==> src/ftlr_params.svh <==
`ifndef FTLR_PARAMS_SVH
`define FTLR_PARAMS_SVH
// clock and timing
`define FTLR_CLK_KHZ       50000
`define FTLR_CLK_NS        20
`define FTLR_LED_HALF_MS   500
`define FTLR_TACH_TICK_NS  1000
// register indices, byte address is four times the index
`define FTLR_IDX_DIVSEL    8'h58
`define FTLR_IDX_FIRST_COOLING_CHANNEL_CNT  8'h59
`define FTLR_IDX_SECOND_COOLING_CHANNEL_CNT  8'h5a
`define FTLR_IDX_FIRST_COOLING_CHANNEL_PRE  8'h5b
`define FTLR_IDX_SECOND_COOLING_CHANNEL_PRE  8'h5c
`define FTLR_IDX_IND1      8'h5d
`define FTLR_IDX_IND2      8'h5e
`define FTLR_IDX_KEY       8'h5f
`define FTLR_IDX_RSV_LO    8'h60
`define FTLR_IDX_RSV_HI    8'h7f
// field positions
`define FTLR_DIV1_LSB      4
`define FTLR_DIV2_LSB      6
// reset values
`define FTLR_RST_DIVSEL    8'h50
`define FTLR_RST_BYTE      8'h00
// bus responses
`define FTLR_RESP_OKAY     2'b00
`define FTLR_RESP_SLVERR   2'b10
`endif

==> src/ftlr_pkg.sv <==
package ftlr_pkg;
  typedef logic [7:0] ftlr_byte_t;
  typedef enum logic [1:0] {
    FTLR_LED_OFF  = 2'b00,
    FTLR_LED_FAST = 2'b01,
    FTLR_LED_SLOW = 2'b10,
    FTLR_LED_ON   = 2'b11
  } ftlr_led_mode_t;
endpackage

==> src/ftlr_regs.sv <==
// Operation
// count clock ticks per fan pulse, eight bits
// read value is last pulse's latched count
// software ignores reading two pulses after preload
// count starts from software preload value
// preload write restarts that channel's count
// indicator code 00 off, 11 on
// code 01 blinks half second on/off
// code 10 half second on, 1.5 off
// reserved offsets 0x60-0x7f read zero
// read/write eight-bit key code holding register
// selectable count divisor, code 00 is one
// synchronise tach inputs and detect edges
`timescale 1ns/1ps
`include "ftlr_params.svh"

module ftlr_regs #(
  parameter int unsigned ADDR_W       = 10,
  parameter int unsigned HALF_SEC_CYC = `FTLR_LED_HALF_MS * `FTLR_CLK_KHZ,
  parameter int unsigned TACH_DIV     = `FTLR_TACH_TICK_NS / `FTLR_CLK_NS
) (
  // clock and reset
  input  wire logic              aclk,
  input  wire logic              aresetn,
  // axi4-lite write
  input  wire logic [ADDR_W-1:0] awaddr,
  input  wire logic              awvalid,
  output logic                   awready,
  input  wire logic [31:0]       wdata,
  input  wire logic [3:0]        wstrb,
  input  wire logic              wvalid,
  output logic                   wready,
  output logic [1:0]             bresp,
  output logic                   bvalid,
  input  wire logic              bready,
  // axi4-lite read
  input  wire logic [ADDR_W-1:0] araddr,
  input  wire logic              arvalid,
  output logic                   arready,
  output logic [31:0]            rdata,
  output logic [1:0]             rresp,
  output logic                   rvalid,
  input  wire logic              rready,
  // fan tachometer sense
  input  wire logic              first_cooling_channel_tach,
  input  wire logic              second_cooling_channel_tach,
  // indicators
  output logic                   first_indicator,
  output logic                   second_indicator
);

  localparam int unsigned HW = $clog2(HALF_SEC_CYC);
  localparam int unsigned TW = $clog2(TACH_DIV + 1);
  localparam logic [HW-1:0] HALF_LAST = HW'(HALF_SEC_CYC - 1);
  localparam logic [TW-1:0] TACH_LAST = TW'(TACH_DIV - 1);

  // write channel capture
  logic              aw_held_r;
  logic              w_held_r;
  logic [7:0]        wr_idx_r;
  logic [7:0]        wdata_r;
  logic              wstrb0_r;
  logic              bvalid_r;
  logic [1:0]        bresp_r;
  // read channel
  logic              rvalid_r;
  logic [7:0]        rdata_r;
  logic [1:0]        rresp_r;
  // software registers
  logic [3:0]        divsel_r;
  ftlr_pkg::ftlr_byte_t preload_r [2];
  ftlr_pkg::ftlr_led_mode_t mode_r [2];
  ftlr_pkg::ftlr_byte_t keycode_r;
  // timing
  logic [HW-1:0]     half_cnt_r;
  logic [1:0]        phase_r;
  logic [TW-1:0]     base_cnt_r;
  logic              led_r [2];
  // per-channel results
  logic [7:0]        cnt_w [2];
  logic [7:0]        tach_w [2];
  logic              edge_w [2];
  logic              tick_w [2];
  logic              pre_wr [2];
  logic              tach_in [2];

  assign tach_in[0] = first_cooling_channel_tach;
  assign tach_in[1] = second_cooling_channel_tach;

  // bus handshakes
  wire wr_go    = aw_held_r && w_held_r && !bvalid_r;
  wire wr_en    = wr_go && wstrb0_r;
  wire rd_go    = arvalid && !rvalid_r;
  wire [7:0] rd_idx = araddr[ADDR_W-1:2];
  wire wr_known = wr_idx_r >= `FTLR_IDX_DIVSEL && wr_idx_r <= `FTLR_IDX_RSV_HI;
  wire rd_known = rd_idx >= `FTLR_IDX_DIVSEL && rd_idx <= `FTLR_IDX_RSV_HI;

  assign awready = !aw_held_r && !bvalid_r;
  assign wready  = !w_held_r && !bvalid_r;
  assign bvalid  = bvalid_r;
  assign bresp   = bresp_r;
  assign arready = !rvalid_r;
  assign rvalid  = rvalid_r;
  assign rresp   = rresp_r;
  assign rdata   = {24'h000000, rdata_r};

  // write decode
  assign pre_wr[0] = wr_en && wr_idx_r == `FTLR_IDX_FIRST_COOLING_CHANNEL_PRE;
  assign pre_wr[1] = wr_en && wr_idx_r == `FTLR_IDX_SECOND_COOLING_CHANNEL_PRE;
  wire wr_div  = wr_en && wr_idx_r == `FTLR_IDX_DIVSEL;
  wire wr_ind1 = wr_en && wr_idx_r == `FTLR_IDX_IND1;
  wire wr_ind2 = wr_en && wr_idx_r == `FTLR_IDX_IND2;
  wire wr_key  = wr_en && wr_idx_r == `FTLR_IDX_KEY;

  // read selection, reserved window falls through to zero
  // reserved reads zero
  wire [7:0] rd_val =
    rd_idx == `FTLR_IDX_DIVSEL   ? {divsel_r, 4'h0} :
    rd_idx == `FTLR_IDX_FIRST_COOLING_CHANNEL_CNT ? tach_w[0] :
    rd_idx == `FTLR_IDX_SECOND_COOLING_CHANNEL_CNT ? tach_w[1] :
    rd_idx == `FTLR_IDX_FIRST_COOLING_CHANNEL_PRE ? preload_r[0] :
    rd_idx == `FTLR_IDX_SECOND_COOLING_CHANNEL_PRE ? preload_r[1] :
    rd_idx == `FTLR_IDX_IND1     ? {6'h00, mode_r[0]} :
    rd_idx == `FTLR_IDX_IND2     ? {6'h00, mode_r[1]} :
    rd_idx == `FTLR_IDX_KEY      ? keycode_r : 8'h00;

  always_ff @(posedge aclk) begin
    if (!aresetn) begin
      aw_held_r <= 1'b0;
      wr_idx_r  <= 8'h00;
    end else if (awvalid && awready) begin
      aw_held_r <= 1'b1;
      wr_idx_r  <= awaddr[ADDR_W-1:2];
    end else if (wr_go) begin
      aw_held_r <= 1'b0;
    end
  end

  always_ff @(posedge aclk) begin
    if (!aresetn) begin
      w_held_r <= 1'b0;
      wdata_r  <= 8'h00;
      wstrb0_r <= 1'b0;
    end else if (wvalid && wready) begin
      w_held_r <= 1'b1;
      wdata_r  <= wdata[7:0];
      wstrb0_r <= wstrb[0];
    end else if (wr_go) begin
      w_held_r <= 1'b0;
    end
  end

  // writes to read-only or reserved words are dropped but answered okay
  always_ff @(posedge aclk) begin
    if (!aresetn) begin
      bvalid_r <= 1'b0;
      bresp_r  <= `FTLR_RESP_OKAY;
    end else if (wr_go) begin
      bvalid_r <= 1'b1;
      bresp_r  <= wr_known ? `FTLR_RESP_OKAY : `FTLR_RESP_SLVERR;
    end else if (bready) begin
      bvalid_r <= 1'b0;
    end
  end

  always_ff @(posedge aclk) begin
    if (!aresetn) begin
      rvalid_r <= 1'b0;
      rdata_r  <= 8'h00;
      rresp_r  <= `FTLR_RESP_OKAY;
    end else if (rd_go) begin
      rvalid_r <= 1'b1;
      rdata_r  <= rd_val;
      rresp_r  <= rd_known ? `FTLR_RESP_OKAY : `FTLR_RESP_SLVERR;
    end else if (rready) begin
      rvalid_r <= 1'b0;
    end
  end

  // software registers
  always_ff @(posedge aclk) begin
    if (!aresetn) begin
      divsel_r     <= 4'(`FTLR_RST_DIVSEL >> `FTLR_DIV1_LSB);
      preload_r[0] <= `FTLR_RST_BYTE;
      preload_r[1] <= `FTLR_RST_BYTE;
      mode_r[0]    <= ftlr_pkg::FTLR_LED_OFF;
      mode_r[1]    <= ftlr_pkg::FTLR_LED_OFF;
      keycode_r    <= `FTLR_RST_BYTE;
    end else begin
      if (wr_div)
        divsel_r <= wdata_r[7:4];
      if (pre_wr[0])
        preload_r[0] <= wdata_r;
      if (pre_wr[1])
        preload_r[1] <= wdata_r;
      if (wr_ind1)
        mode_r[0] <= ftlr_pkg::ftlr_led_mode_t'(wdata_r[1:0]);
      if (wr_ind2)
        mode_r[1] <= ftlr_pkg::ftlr_led_mode_t'(wdata_r[1:0]);
      // key code store
      if (wr_key)
        keycode_r <= wdata_r;
    end
  end

  // shared count-clock prescaler
  wire base_tick = base_cnt_r == TACH_LAST;
  always_ff @(posedge aclk) begin
    if (!aresetn || base_tick)
      base_cnt_r <= '0;
    else
      base_cnt_r <= base_cnt_r + 1'b1;
  end

  genvar g;
  for (g = 0; g < 2; g++) begin : g_tach
    logic       s1_r;
    logic       s2_r;
    logic       s3_r;
    logic [2:0] div_cnt_r;
    logic [7:0] cnt_r;
    logic [7:0] tach_r;
    wire  [1:0] dsel = divsel_r[2*g+1 -: 2];
    wire  [2:0] mask = 3'((4'b0001 << dsel) - 4'b0001);

    // sync then edge
    always_ff @(posedge aclk) begin
      if (!aresetn) begin
        s1_r <= 1'b0;
        s2_r <= 1'b0;
        s3_r <= 1'b0;
      end else begin
        s1_r <= tach_in[g];
        s2_r <= s1_r;
        s3_r <= s2_r;
      end
    end
    assign edge_w[g] = s2_r && !s3_r;

    // divided count clock
    assign tick_w[g] = base_tick && ((div_cnt_r & mask) == mask);
    always_ff @(posedge aclk) begin
      if (!aresetn || pre_wr[g])
        div_cnt_r <= 3'h0;
      else if (base_tick)
        div_cnt_r <= div_cnt_r + 1'b1;
    end

    // preload and count
    always_ff @(posedge aclk) begin
      if (!aresetn)
        cnt_r <= `FTLR_RST_BYTE;
      else if (pre_wr[g])
        cnt_r <= wdata_r;
      else if (edge_w[g])
        cnt_r <= preload_r[g];
      else if (tick_w[g] && cnt_r != 8'hff)
        cnt_r <= cnt_r + 1'b1;
    end

    // latch final count; R3 reading settles after two pulses
    always_ff @(posedge aclk) begin
      if (!aresetn)
        tach_r <= `FTLR_RST_BYTE;
      else if (edge_w[g])
        tach_r <= cnt_r;
    end
    assign cnt_w[g]  = cnt_r;
    assign tach_w[g] = tach_r;
  end

  // half-second time base, phase counts a two-second frame
  wire half_tick = half_cnt_r == HALF_LAST;
  always_ff @(posedge aclk) begin
    if (!aresetn) begin
      half_cnt_r <= '0;
      phase_r    <= 2'b00;
    end else if (half_tick) begin
      half_cnt_r <= '0;
      phase_r    <= phase_r + 1'b1;
    end else begin
      half_cnt_r <= half_cnt_r + 1'b1;
    end
  end

  for (g = 0; g < 2; g++) begin : g_led
    // pattern select
    wire on_now = mode_r[g] == ftlr_pkg::FTLR_LED_ON ||
                  (mode_r[g] == ftlr_pkg::FTLR_LED_FAST && !phase_r[0]) ||
                  (mode_r[g] == ftlr_pkg::FTLR_LED_SLOW && phase_r == 2'b00);
    always_ff @(posedge aclk) begin
      if (!aresetn)
        led_r[g] <= 1'b0;
      else
        led_r[g] <= on_now;
    end
  end
  assign first_indicator  = led_r[0];
  assign second_indicator = led_r[1];
endmodule // ftlr_regs

==> config.mk <==
export PLATFORM = sky130hd
export DESIGN_NAME = ftlr_regs
export DESIGN_NICKNAME = d
export VERILOG_FILES = /design/src/ftlr_pkg.sv /design/src/ftlr_regs.sv
export VERILOG_INCLUDE_DIRS = /design/src
export SDC_FILE = /design/constraint.sdc
export NUM_CORES = 1
export LEC_CHECK = 0
export BUFFER_PORTS_ARGS = -buffer_cell sky130_fd_sc_hd__buf_4
export CAP_MARGIN = 10
export CORE_ASPECT_RATIO = 0.5
export CORE_MARGIN = 2
export CORE_UTILIZATION = 51
export CTS_CLUSTER_SIZE = 14
export DETAILED_ROUTE_END_ITERATION = 8
export PLACE_DENSITY = 0.73
export SLEW_MARGIN = 20
export SYNTH_ARGS = -nofsm -noshare
export SYNTH_HDL_FRONTEND = slang
export SYNTH_SLANG_ARGS = --single-unit
==> constraint.sdc <==
create_clock -name aclk -period 1.8 [get_ports aclk]
set_clock_uncertainty 0.05 [all_clocks]
set_input_delay 0.27 -clock aclk [delete_from_list [all_inputs] [get_ports aclk]]
set_output_delay 0.27 -clock aclk [all_outputs]
set_load 0.05 [all_outputs]
==> reports/results.txt, run 1 <==
Status - complete, but fails checks
Failing checks - setup timing
Final period util - 103%
Initial antenna violation count - 0
Nets - 958
Final worst slack - -46.6 ps
Die height - 84.8 um
GPL Wtd Cong - 0.908
Post-synth EDFFs - 20
CP max FO - 4
Clock transition at the registers of the reported paths - 60 ps
Synth Instances - 762
Via density - 5.42
CORE AREA - 12,700 um^2
Post-synth top flop - dfxtp_1
Critical path required time - 2060 ps
Fillers - 1,034
CTS tree - built
FMAX - 0.542 GHz
Synth unique cells - 67
Startpoint Class - flip-flop
Share of cells above drive strength 1 - 25.5%
Antenna Nets Post-Route - 0
Final hold violations - 0
N_diodes - 0
Skew-Pair Late Insertion Delay - 420 ps
H-tree depth - 4
Sequential cell area - 3050 um^2
Max clock buf depth - 2
Setup WS pre-CTS - -189 ps
Final wirelength - 17,000 um
Pwr dens - 894 nW/um^2
Worst EP arrival - 2110 ps
Cell area after synthesis - 6660 um^2
RSZ-0062 raised after global routing - yes
MaxCap Viol Count - 0
Clock sink count - 142
FP Rows - 29
Syn Area/Cell - 8.73 um^2
DR DRC count - 0
First-pass GRT wire length - 26,900 um
Asr flop ratio synth - 0%
Die area - 14,000 um^2
DP HPWL - 12,400 um
Crit path kind - reg -> reg
Pin count of the biggest net entering global routing - 51
Global Route Usage Sum - 25.0%
Starting Density - 52.4%
TritonCTS buffer count - 17
Seq cells post-synth - 142
Slew Limit Fails - 0
Avg WL per Cell - 15.9 um
Multi-input logic area - 3480 um^2
Total design power - 7600 uW
Vias in the first global route - 5,344
Root Driver - clkbuf_16
Ports - 108
Die width - 166 um
Crit end category - flip-flop
Leakage - 0.00341 uW
Worst hold path class - in -> reg
Area growth syn-to-layout - 27.7%
Sequential area share after synthesis - 45.7%
Drt pass-1 iters - 5
Final worst path period need - 1850 ps
Yosys warning total - 0
Peak supply drop - 0.595 mV
Port Buf Inserts - 50
Setup violations, final - 3
Initial DRC count - 422
Vias post-DR - 5,789
Gr ovfl total - 0
## metrics by stage
| stage | util (%) | hold WS, ps | setup TNS [ps] | area, um^2 | instances |
|---|---|---|---|---|---|
| after global placement | 60.7 | 366 | -1170 | 7710 | 1032 |
| after detailed placement | 60.7 | 368 | -2270 | 7710 | 1032 |
| after floorplan | - | 313 | -92.8 | 6790 | 787 |
| after global routing | 66.9 | 8.23 | -787 | 8500 | 1068 |
| after CTS | 66.0 | 2.33 | 0 | 8390 | 1067 |
| final | 66.9 | 6.38 | -77.2 | 8500 | 1068 |
## sequential cells by signal (all words and copies together), names as in the netlist, 8 cells and up
signal and flops:
wr_idx_r 8, rdata_r 8, wdata_r 8, keycode_r 8, preload_r 16, g_tach.tach_r 16
g_tach.cnt_r 16, half_cnt_r 25
## layout by cell type (no fill, tap or decap), types with 7 or more instances in the layout
cell and count:
buf_4 130, nand2_1 121, dfxtp_1 116, a21oi_1 78, nor2_1 72, o21ai_0 27, nand3_1 27, conb_1 26
xor2_1 23, xnor2_1 20, edfxtp_1 20, and2_1 19, clkbuf_16 17, a22oi_1 12, a211oi_1 11, inv_1 10
nand4_1 10, nor2b_1 9, inv_6 9, mux2i_1 8, nand2b_1 7
## timing repair
| item | in CTS | in global routing |
|---|---|---|
| endpoints found under the setup margin | 30 | 72 |
| hold buffers | 2 | 0 |
| hold endpoints to repair | 2 | 0 |
| gates resized for setup | 16 | 23 |
| setup buffers | 1 | 1 |
| pin swaps | 7 | 14 |
## kinds of logic after synthesis
logic type | share of synthesized area [%]
adder cells (fa/ha/maj) | 1.50
AO/OA/AOI/OAI | 13.9
other | 0.0563
AND/OR/NAND/NOR | 24.1
flip-flops | 45.7
multiplexers | 2.95
buffers and inverters | 6.11
XOR/XNOR | 5.66
## Yosys cell counts (10+ instances only)
| master | number | area, um^2 |
|---|---|---|
| a211oi_1 | 11 | 82.6 |
| a21oi_1 | 79 | 395 |
| a22oi_1 | 12 | 90.1 |
| and2_1 | 19 | 119 |
| buf_4 | 28 | 210 |
| clkbuf_1 | 23 | 86.3 |
| dfxtp_1 | 122 | 2440 |
| edfxtp_1 | 20 | 601 |
| inv_1 | 11 | 41.3 |
| nand2_1 | 122 | 458 |
| nand3_1 | 29 | 145 |
| nand4_1 | 10 | 62.6 |
| nor2_1 | 75 | 282 |
| nor2b_1 | 10 | 62.6 |
| nor3_1 | 10 | 50.1 |
| o21ai_0 | 28 | 140 |
| xnor2_1 | 20 | 175 |
| xor2_1 | 23 | 201 |
## path summary, 6_finish.rpt
check                                    from                 end  slack (ps)  depth (start not counted)
hold reg to reg                g_tach[0].s1_r      g_tach[0].s2_r         390                          1
setup reg to reg                base_cnt_r[1]  g_tach[1].cnt_r[6]         -50                          8
setup / recovery                base_cnt_r[1]  g_tach[1].cnt_r[6]         -50                          8
hold / removal    second_cooling_channel_tach      g_tach[1].s1_r           6                          2
## power breakdown
group | switching (uW) | internal, uW | leakage, uW | total [uW]
combinational | 482 | 276 | 0.00193 | 758
sequential | 88.9 | 3300 | 0.00120 | 3390
clock | 1500 | 1950 | 0.000284 | 3450
## layout make-up
cell class	instances	area share, %
well taps	170	2.50
clock inverters	15	1.75
repair buffers	141	13.3
clock buffers	17	5.00
inverters	12	0.530
flip-flops and latches	142	35.9
multi-input cells	571	41.0
## layer usage
| metal | track usage, % | part of all wire [%] | vias to the layer above |
|---|---|---|---|
| met5 | 0 | 0 | - |
| met4 | 9.87 | 2.8 | 0 |
| met3 | 5.14 | 8.3 | 45 |
| met2 | 39.0 | 45 | 235 |
| met1 | 34.1 | 44 | 2670 |
| li1 | - | - | 2839 |
## critical path, cell delays in order (launching register included)
cell and delay, ps:
dfxtp_2 320, inv_2 60, ha_4 130, nand4b_4 130
or2_4 290, nor4_4 270, mux2i_1 250, o211ai_1 100
o211a_1 130
Note: power is estimated with default switching activity, not from simulation.
==> run 2: changes to the inputs <==
--- a/config.mk
+++ b/config.mk
@@ -6,14 +6,15 @@
 export SDC_FILE = /design/constraint.sdc
 export NUM_CORES = 1
 export LEC_CHECK = 0
+export ABC_AREA = 1
 export BUFFER_PORTS_ARGS = -buffer_cell sky130_fd_sc_hd__buf_4
 export CAP_MARGIN = 10
 export CORE_ASPECT_RATIO = 0.5
 export CORE_MARGIN = 2
-export CORE_UTILIZATION = 51
+export CORE_UTILIZATION = 52
 export CTS_CLUSTER_SIZE = 14
 export DETAILED_ROUTE_END_ITERATION = 8
-export PLACE_DENSITY = 0.73
+export PLACE_DENSITY = 0.74
 export SLEW_MARGIN = 20
 export SYNTH_ARGS = -nofsm -noshare
 export SYNTH_HDL_FRONTEND = slang
==> run 2 against run 1 <==
  * Register-to-register slack improved by 160 ps
  * Non-clock buffer count decreased by 59
  * Sequential power increased by 1%
  * Utilization decreased by 2.7 points
  * The run now ends clean
  * Largest power group unchanged
==> reports/results.txt, run 2 <==
Dominant cells by area after synthesis - dfxtp_1 (35%), edfxtp_1 (8.6%), nand2_1 (8.0%), nor2_1 (7.0%), inv_1 (6.2%) (was dfxtp_1 (37%), edfxtp_1 (9.0%), nand2_1 (6.9%), a21oi_1 (5.9%), nor2_1 (4.2%))
Inst Count DP - 1,161 (was 1,032)
Post-synth top flop - dfxtp_1 (unchanged)
Seq cells post-synth - 142 (unchanged)
CP max FO - 4 (unchanged)
Startpoint Class - flip-flop (unchanged)
Final worst slack - 110 ps (was -46.6 ps)
FMAX - 0.592 GHz (was 0.542 GHz)
Slew Limit Headroom - 65.9%
Setup WS pre-CTS - 45.0 ps (was -189 ps)
Die area - 14,500 um^2 (was 14,000 um^2)
Port Buf Inserts - 50 (unchanged)
CTS tree - built (unchanged)
Final period util - 93.9% (was 103%)
Peak supply drop - 0.688 mV (was 0.595 mV)
Max clock buf depth - 2 (unchanged)
Final hold violations - 0 (unchanged)
Yosys warning total - 0 (unchanged)
Status - finished clean (was complete, but fails checks)
Area growth syn-to-layout - 18.5% (was 27.7%)
Clock transition at the registers of the reported paths - 60 ps (about the same)
CORE AREA - 12,900 um^2 (was 12,700 um^2)
TritonCTS buffer count - 17 (unchanged)
Synth unique cells - 49 (was 67)
Ports - 108 (unchanged)
Skew-Pair Late Insertion Delay - 410 ps (was 420 ps)
Avg WL per Cell - 14.4 um (was 15.9 um)
Initial DRC count - 606 (was 422)
Post-synth top area share - 34.9% (was 36.7%)
Worst r2r src - half_cnt_r[1] (was base_cnt_r[1])
Dominant cell by count in the synthesized netlist - nand2_1
Gr ovfl total - 0 (unchanged)
Most frequent cells in the layout - nand2_1 (149), nor2_1 (121), dfxtp_1 (118) (was buf_4 (130), nand2_1 (121), dfxtp_1 (116))
Vias post-DR - 6,330 (was 5,789)
FP Rows - 29 (unchanged)
R2R cell count - 9 (was 8)
Post-synth top area cell - dfxtp_1 (unchanged)
Worst hold endpoint - bvalid (was g_tach[1].s1_r)
Critical path required time - 2050 ps (was 2060 ps)
Post-synth EDFFs - 20 (unchanged)
Final non-filler cell total - 1,201 (was 1,068)
Drt pass-1 iters - 5 (unchanged)
Syn Area/Cell - 7.44 um^2 (was 8.73 um^2)
Pwr dens - 930 nW/um^2 (was 894 nW/um^2)
Commonest non-fill, non-tap cell in the layout - nand2_1 (was buf_4)
Die height - 86.1 um (was 84.8 um)
Nets - 1,091 (was 958)
Crit end category - flip-flop (unchanged)
Final wirelength - 17,200 um (was 17,000 um)
N_diodes - 0 (unchanged)
GPL Wtd Cong - 0.885 (was 0.908)
Final worst path period need - 1690 ps (was 1850 ps)
DR DRC count - 0 (unchanged)
Global Route Usage Sum - 24.8% (was 25.0%)
Slew of the pin with the lowest slew margin - 510 ps
Leakage - 0.00356 uW (was 0.00341 uW)
First-pass GRT wire length - 28,400 um (was 26,900 um)
Via density - 5.27 (was 5.42)
Setup violations, final - 0 (was 3)
Hold path start - bready (was second_cooling_channel_tach)
Asr flop ratio synth - 0% (unchanged)
Share of cells above drive strength 1 - 17.1% (was 25.5%)
Top post-synthesis cells by count - nand2_1 (150), nor2_1 (130), dfxtp_1 (122) (was dfxtp_1 (122), nand2_1 (122), a21oi_1 (79))
Pin count of the biggest net entering global routing - 30 (was 51)
Clock sink count - 142 (unchanged)
MaxCap Viol Count - 0 (unchanged)
Critical R2R Capture - half_cnt_r[17] (was g_tach[1].cnt_r[6])
H-tree depth - 4 (unchanged)
Worst EP arrival - 1940 ps (was 2110 ps)
Vias in the first global route - 5,981 (was 5,344)
Synth Instances - 941 (was 762)
Sequential area share after synthesis - 43.5% (was 45.7%)
R2R Setup Slk - 110 ps (was -50 ps)
Slew Limit Fails - 0 (unchanged)
Cell area after synthesis - 7000 um^2 (was 6660 um^2)
Root Driver - clkbuf_16 (unchanged)
Initial antenna violation count - 0 (unchanged)
Worst hold path class - in -> reg (unchanged)
Crit path kind - reg -> reg (unchanged)
Die width - 168 um (was 166 um)
Starting Density - 54.2% (was 52.4%)
Max reg flops - 25 (unchanged)
Hold path depth - 3 (was 2)
Antenna Nets Post-Route - 0 (unchanged)
Top reg by flops - half_cnt_r (unchanged)
DP HPWL - 12,600 um (was 12,400 um)
[run 2: changes by cell type after synthesis, moves of 11 or more]
cell | previous run | this run
nand2_1 | 122 | 150
nor2_1 | 75 | 130
a21oi_1 | 79 | 66
o21ai_0 | 28 | 86
xor2_1 | 23 | 7
nand3_1 | 29 | 49
inv_1 | 11 | 115
and2_1 | 19 | 0
a22oi_1 | 12 | 1
[run 2: worst max-delay path: stages, from the launching register on]
cell	delay (ps)
dfxtp_1	340
ha_1	190
nand3_1	120
inv_2	100
nand2_1	60
nor3_1	170
nand2_1	110
nand2_1	120
inv_1	120
and3_1	200
[run 2: layout make-up]
type	count	area (um^2)
Clock buffer	21	462
Clock inverter	11	130
Fill cell	1109	4620
Inverter	122	467
Multi-Input combinational cell	653	3350
Sequential cell	142	3050
Tap cell	170	213
Timing Repair Buffer	82	633
[run 2: what timing repair did]
item / 4_1_cts / 5_1_grt
gates resized for setup: 0 / 21
setup buffers: 0 / 6
hold endpoints to repair: 2 / 0
endpoints found under the setup margin: 0 / 76
hold buffers: 2 / 0
[run 2: per-layer routing]
metal / part of all wire, % / vias to the layer above / wire length, um / GRT usage, %
li1: - / 3184 / - / -
met1: 45 / 2853 / 7740 / 33.2
met2: 45 / 247 / 7780 / 39.7
met3: 6.8 / 46 / 1180 / 5.31
met4: 3.1 / 0 / 534 / 9.72
met5: 0 / - / 0 / 0
[run 2: how the worst max path moves through the flow]
stage,startpoint,to,slack [ps],depth (start not counted)
finish,half_cnt_r[1],half_cnt_r[17],110,9
global route,wr_idx_r[6],g_tach[1].cnt_r[0],-20,11
detailed placement,araddr[9],rdata_r[6],40,8
CTS,wr_idx_r[6],preload_r[0][7],50,8
floorplan,bvalid,wr_idx_r[5],110,5
global placement,araddr[9],rdata_r[3],100,9
[run 2: where the power goes]
group	internal, uW	switching [uW]	total (uW)
clock	2140	1390	3530
sequential	3330	92.6	3430
combinational	234	531	764
[run 2: metrics by stage]
stage                     TNS (ps)  hold slack, ps  cell area [um^2]  utilization (%)  total power [uW]
after floorplan                  0             318              7110                -              4040
after global placement           0             346              7580             58.7              4210
after detailed placement         0             347              7580             58.7              4230
after CTS                        0            44.5              8200             63.5              7750
after global routing         -83.3            70.4              8300             64.3              8010
final                            0            55.4              8300             64.3              7720
[run 2: kinds of logic after synthesis]
family / Yosys count / synth area share (%)
flip-flops: 142 / 43.5
other: 1 / 0.0535
AO/OA/AOI/OAI: 185 / 14.0
XOR/XNOR: 20 / 2.50
AND/OR/NAND/NOR: 414 / 27.7
buffers and inverters: 171 / 11.0
adder cells (fa/ha/maj): 8 / 1.43
==> run 3: changes to the inputs <==
==> constraint.sdc (replaced) <==
create_clock -name aclk -period 1.8 [get_ports aclk]
set_clock_uncertainty 0.05 [all_clocks]
set_input_delay 0.27 -clock aclk [delete_from_list [all_inputs] [get_ports aclk]]
set_output_delay 0.27 -clock aclk [all_outputs]
set_load 0.01 [all_outputs]
==> run 3 against run 2 <==
  * Routed wire length decreased by 2.7%
  * Fmax decreased by 0.36%
  * Non-clock buffer count decreased by 2
  * Power decreased by 4.4%
  * Largest cell class unchanged
  * Largest power group is now registers
  * Highest routed layer unchanged
==> reports/results.txt, run 3 (synthesis gave the netlist of run 2 again) <==
Root Driver - clkbuf_16 (unchanged)
CTS tree - built (unchanged)
Via density - 5.23 (was 5.27)
Switching share of power - 25.3% (was 26.1%)
Startpoint Class - flip-flop (unchanged)
Vias post-DR - 6,273 (was 6,330)
Nets - 1,089 (was 1,091)
Flop pwr share - 46.4% (was 44.4%)
Max reg flops - 25 (unchanged)
Internal - 5510 uW (was 5710 uW)
MaxCap Viol Count - 0 (unchanged)
Max clock buf depth - 2 (unchanged)
GPL Wtd Cong - 0.897 (was 0.885)
Slew of the pin with the lowest slew margin - 542 ps (was 510 ps)
Most frequent cells in the layout - nand2_1 (149), nor2_1 (127), dfxtp_1 (119) (was nand2_1 (149), nor2_1 (121), dfxtp_1 (118))
Final worst slack - 104 ps (was 110 ps)
FP Rows - 29 (unchanged)
CP max FO - 8 (was 4)
Final wirelength - 16,800 um (was 17,200 um)
Die area - 14,500 um^2 (unchanged)
Clock transition at the registers of the reported paths - 60 ps (about the same)
Clock group share of total power - 45.4% (was 45.7%)
Peak supply drop - 0.664 mV (was 0.688 mV)
Die width - 168 um (unchanged)
Crit end category - flip-flop (unchanged)
TritonCTS buffer count - 17 (unchanged)
Skew-Pair Late Insertion Delay - 420 ps (was 410 ps)
Initial DRC count - 542 (was 606)
Slew Limit Headroom - 63.8% (was 65.9%)
Total design power - 7380 uW (was 7720 uW)
Net Sw Power - 1870 uW (was 2010 uW)
CORE AREA - 12,900 um^2 (unchanged)
Combinational Power Share - 8.3% (was 9.9%)
FMAX - 0.590 GHz (was 0.592 GHz)
Setup WS pre-CTS - 36.9 ps (was 45.0 ps)
Clock sink count - 142 (unchanged)
Final period util - 94.2% (was 93.9%)
Slew Limit Fails - 0 (unchanged)
Worst hold path class - in -> reg (unchanged)
Area growth syn-to-layout - 17.5% (was 18.5%)
Antenna Nets Post-Route - 0 (unchanged)
Port Buf Inserts - 50 (unchanged)
Final hold violations - 0 (unchanged)
Die height - 86.1 um (unchanged)
First-pass GRT wire length - 27,400 um (was 28,400 um)
Commonest non-fill, non-tap cell in the layout - nand2_1 (unchanged)
Final worst path period need - 1700 ps (was 1690 ps)
Drt pass-1 iters - 5 (unchanged)
Critical path required time - 1890 ps (was 2050 ps)
Leakage - 0.00354 uW (was 0.00356 uW)
Pwr dens - 897 nW/um^2 (was 930 nW/um^2)
Setup violations, final - 0 (unchanged)
Starting Density - 54.2% (unchanged)
N_diodes - 0 (unchanged)
DR DRC count - 0 (unchanged)
Fillers - 1,138 (was 1,109)
DP HPWL - 12,300 um (was 12,600 um)
Ports - 108 (unchanged)
Share of cells above drive strength 1 - 16.1% (was 17.1%)
Top reg by flops - half_cnt_r (unchanged)
Pin count of the biggest net entering global routing - 79 (was 30)
Vias in the first global route - 5,725 (was 5,981)
Initial antenna violation count - 0 (unchanged)
H-tree depth - 4 (unchanged)
Global Route Usage Sum - 23.8% (was 24.8%)
Status - finished clean (unchanged)
Crit path kind - reg -> reg (unchanged)
Avg WL per Cell - 14.0 um (was 14.4 um)
Gr ovfl total - 0 (unchanged)
Worst EP arrival - 1790 ps (was 1940 ps)
-- run 3: area by class of cell --
cell class | instances | area, um^2 | area share [%]
Clock inverter | 13 | 114 | 1.38
Sequential cell | 142 | 3050 | 37.0
Tap cell | 170 | 213 | 2.59
Multi-Input combinational cell | 653 | 3320 | 40.3
Inverter | 122 | 463 | 5.63
Timing Repair Buffer | 80 | 631 | 7.66
Clock buffer | 19 | 443 | 5.38
-- run 3: path summary, 6_finish.rpt --
path / cells after the start / from / slack (ps) / end
setup / recovery: 6 / bvalid / 100 / preload_r[0][14]
hold / removal: 3 / bready / 50 / bvalid
setup reg to reg: 6 / bvalid / 100 / preload_r[0][14]
hold reg to reg: 2 / g_tach[1].s1_r / 360 / g_tach[1].s2_r
-- run 3: per-layer routing --
layer,part of all wire [%],track usage [%]
met1,47,32.4
met3,6.6,4.38
met5,0,0
met2,45,39.0
met4,1.1,7.21
-- run 3: stage by stage --
| step | util [%] | cell area (um^2) | setup TNS [ps] | hold slack [ps] | std cells |
|---|---|---|---|---|---|
| floorplan | - | 7100 | 0 | 318 | 966 |
| global placement | 58.8 | 7590 | 0 | 342 | 1162 |
| detailed placement | 58.8 | 7590 | 0 | 350 | 1162 |
| CTS | 63.3 | 8170 | 0 | 48.1 | 1196 |
| global route | 63.7 | 8230 | -14.0 | 61.6 | 1199 |
| finish | 63.7 | 8230 | 0 | 53.8 | 1199 |
-- run 3: worst max-delay path, cell delays in order, from the launching register on --
cell and delay [ps]:
dfxtp_1 370, inv_1 80, nand3_1 140, nor3_4 60, and3_1 180, o21ai_2 430
nor2_1 110
-- run 3: repair_timing --
item,CTS,global route
resized for setup,0,15
setup endpoints to repair,0,60
endpoints found under the hold margin,2,0
setup buffers,0,3
hold buffers,2,0
-- run 3: power by group through the flow --
stage / Sequential [uW] / Clock, uW / Combinational (uW)
after global routing: 3430 / 3520 / 688
after floorplan: 3470 / 0 / 416
after global placement: 3480 / 0 / 578
final: 3420 / 3350 / 610
after detailed placement: 3490 / 0 / 593
after CTS: 3420 / 3380 / 599
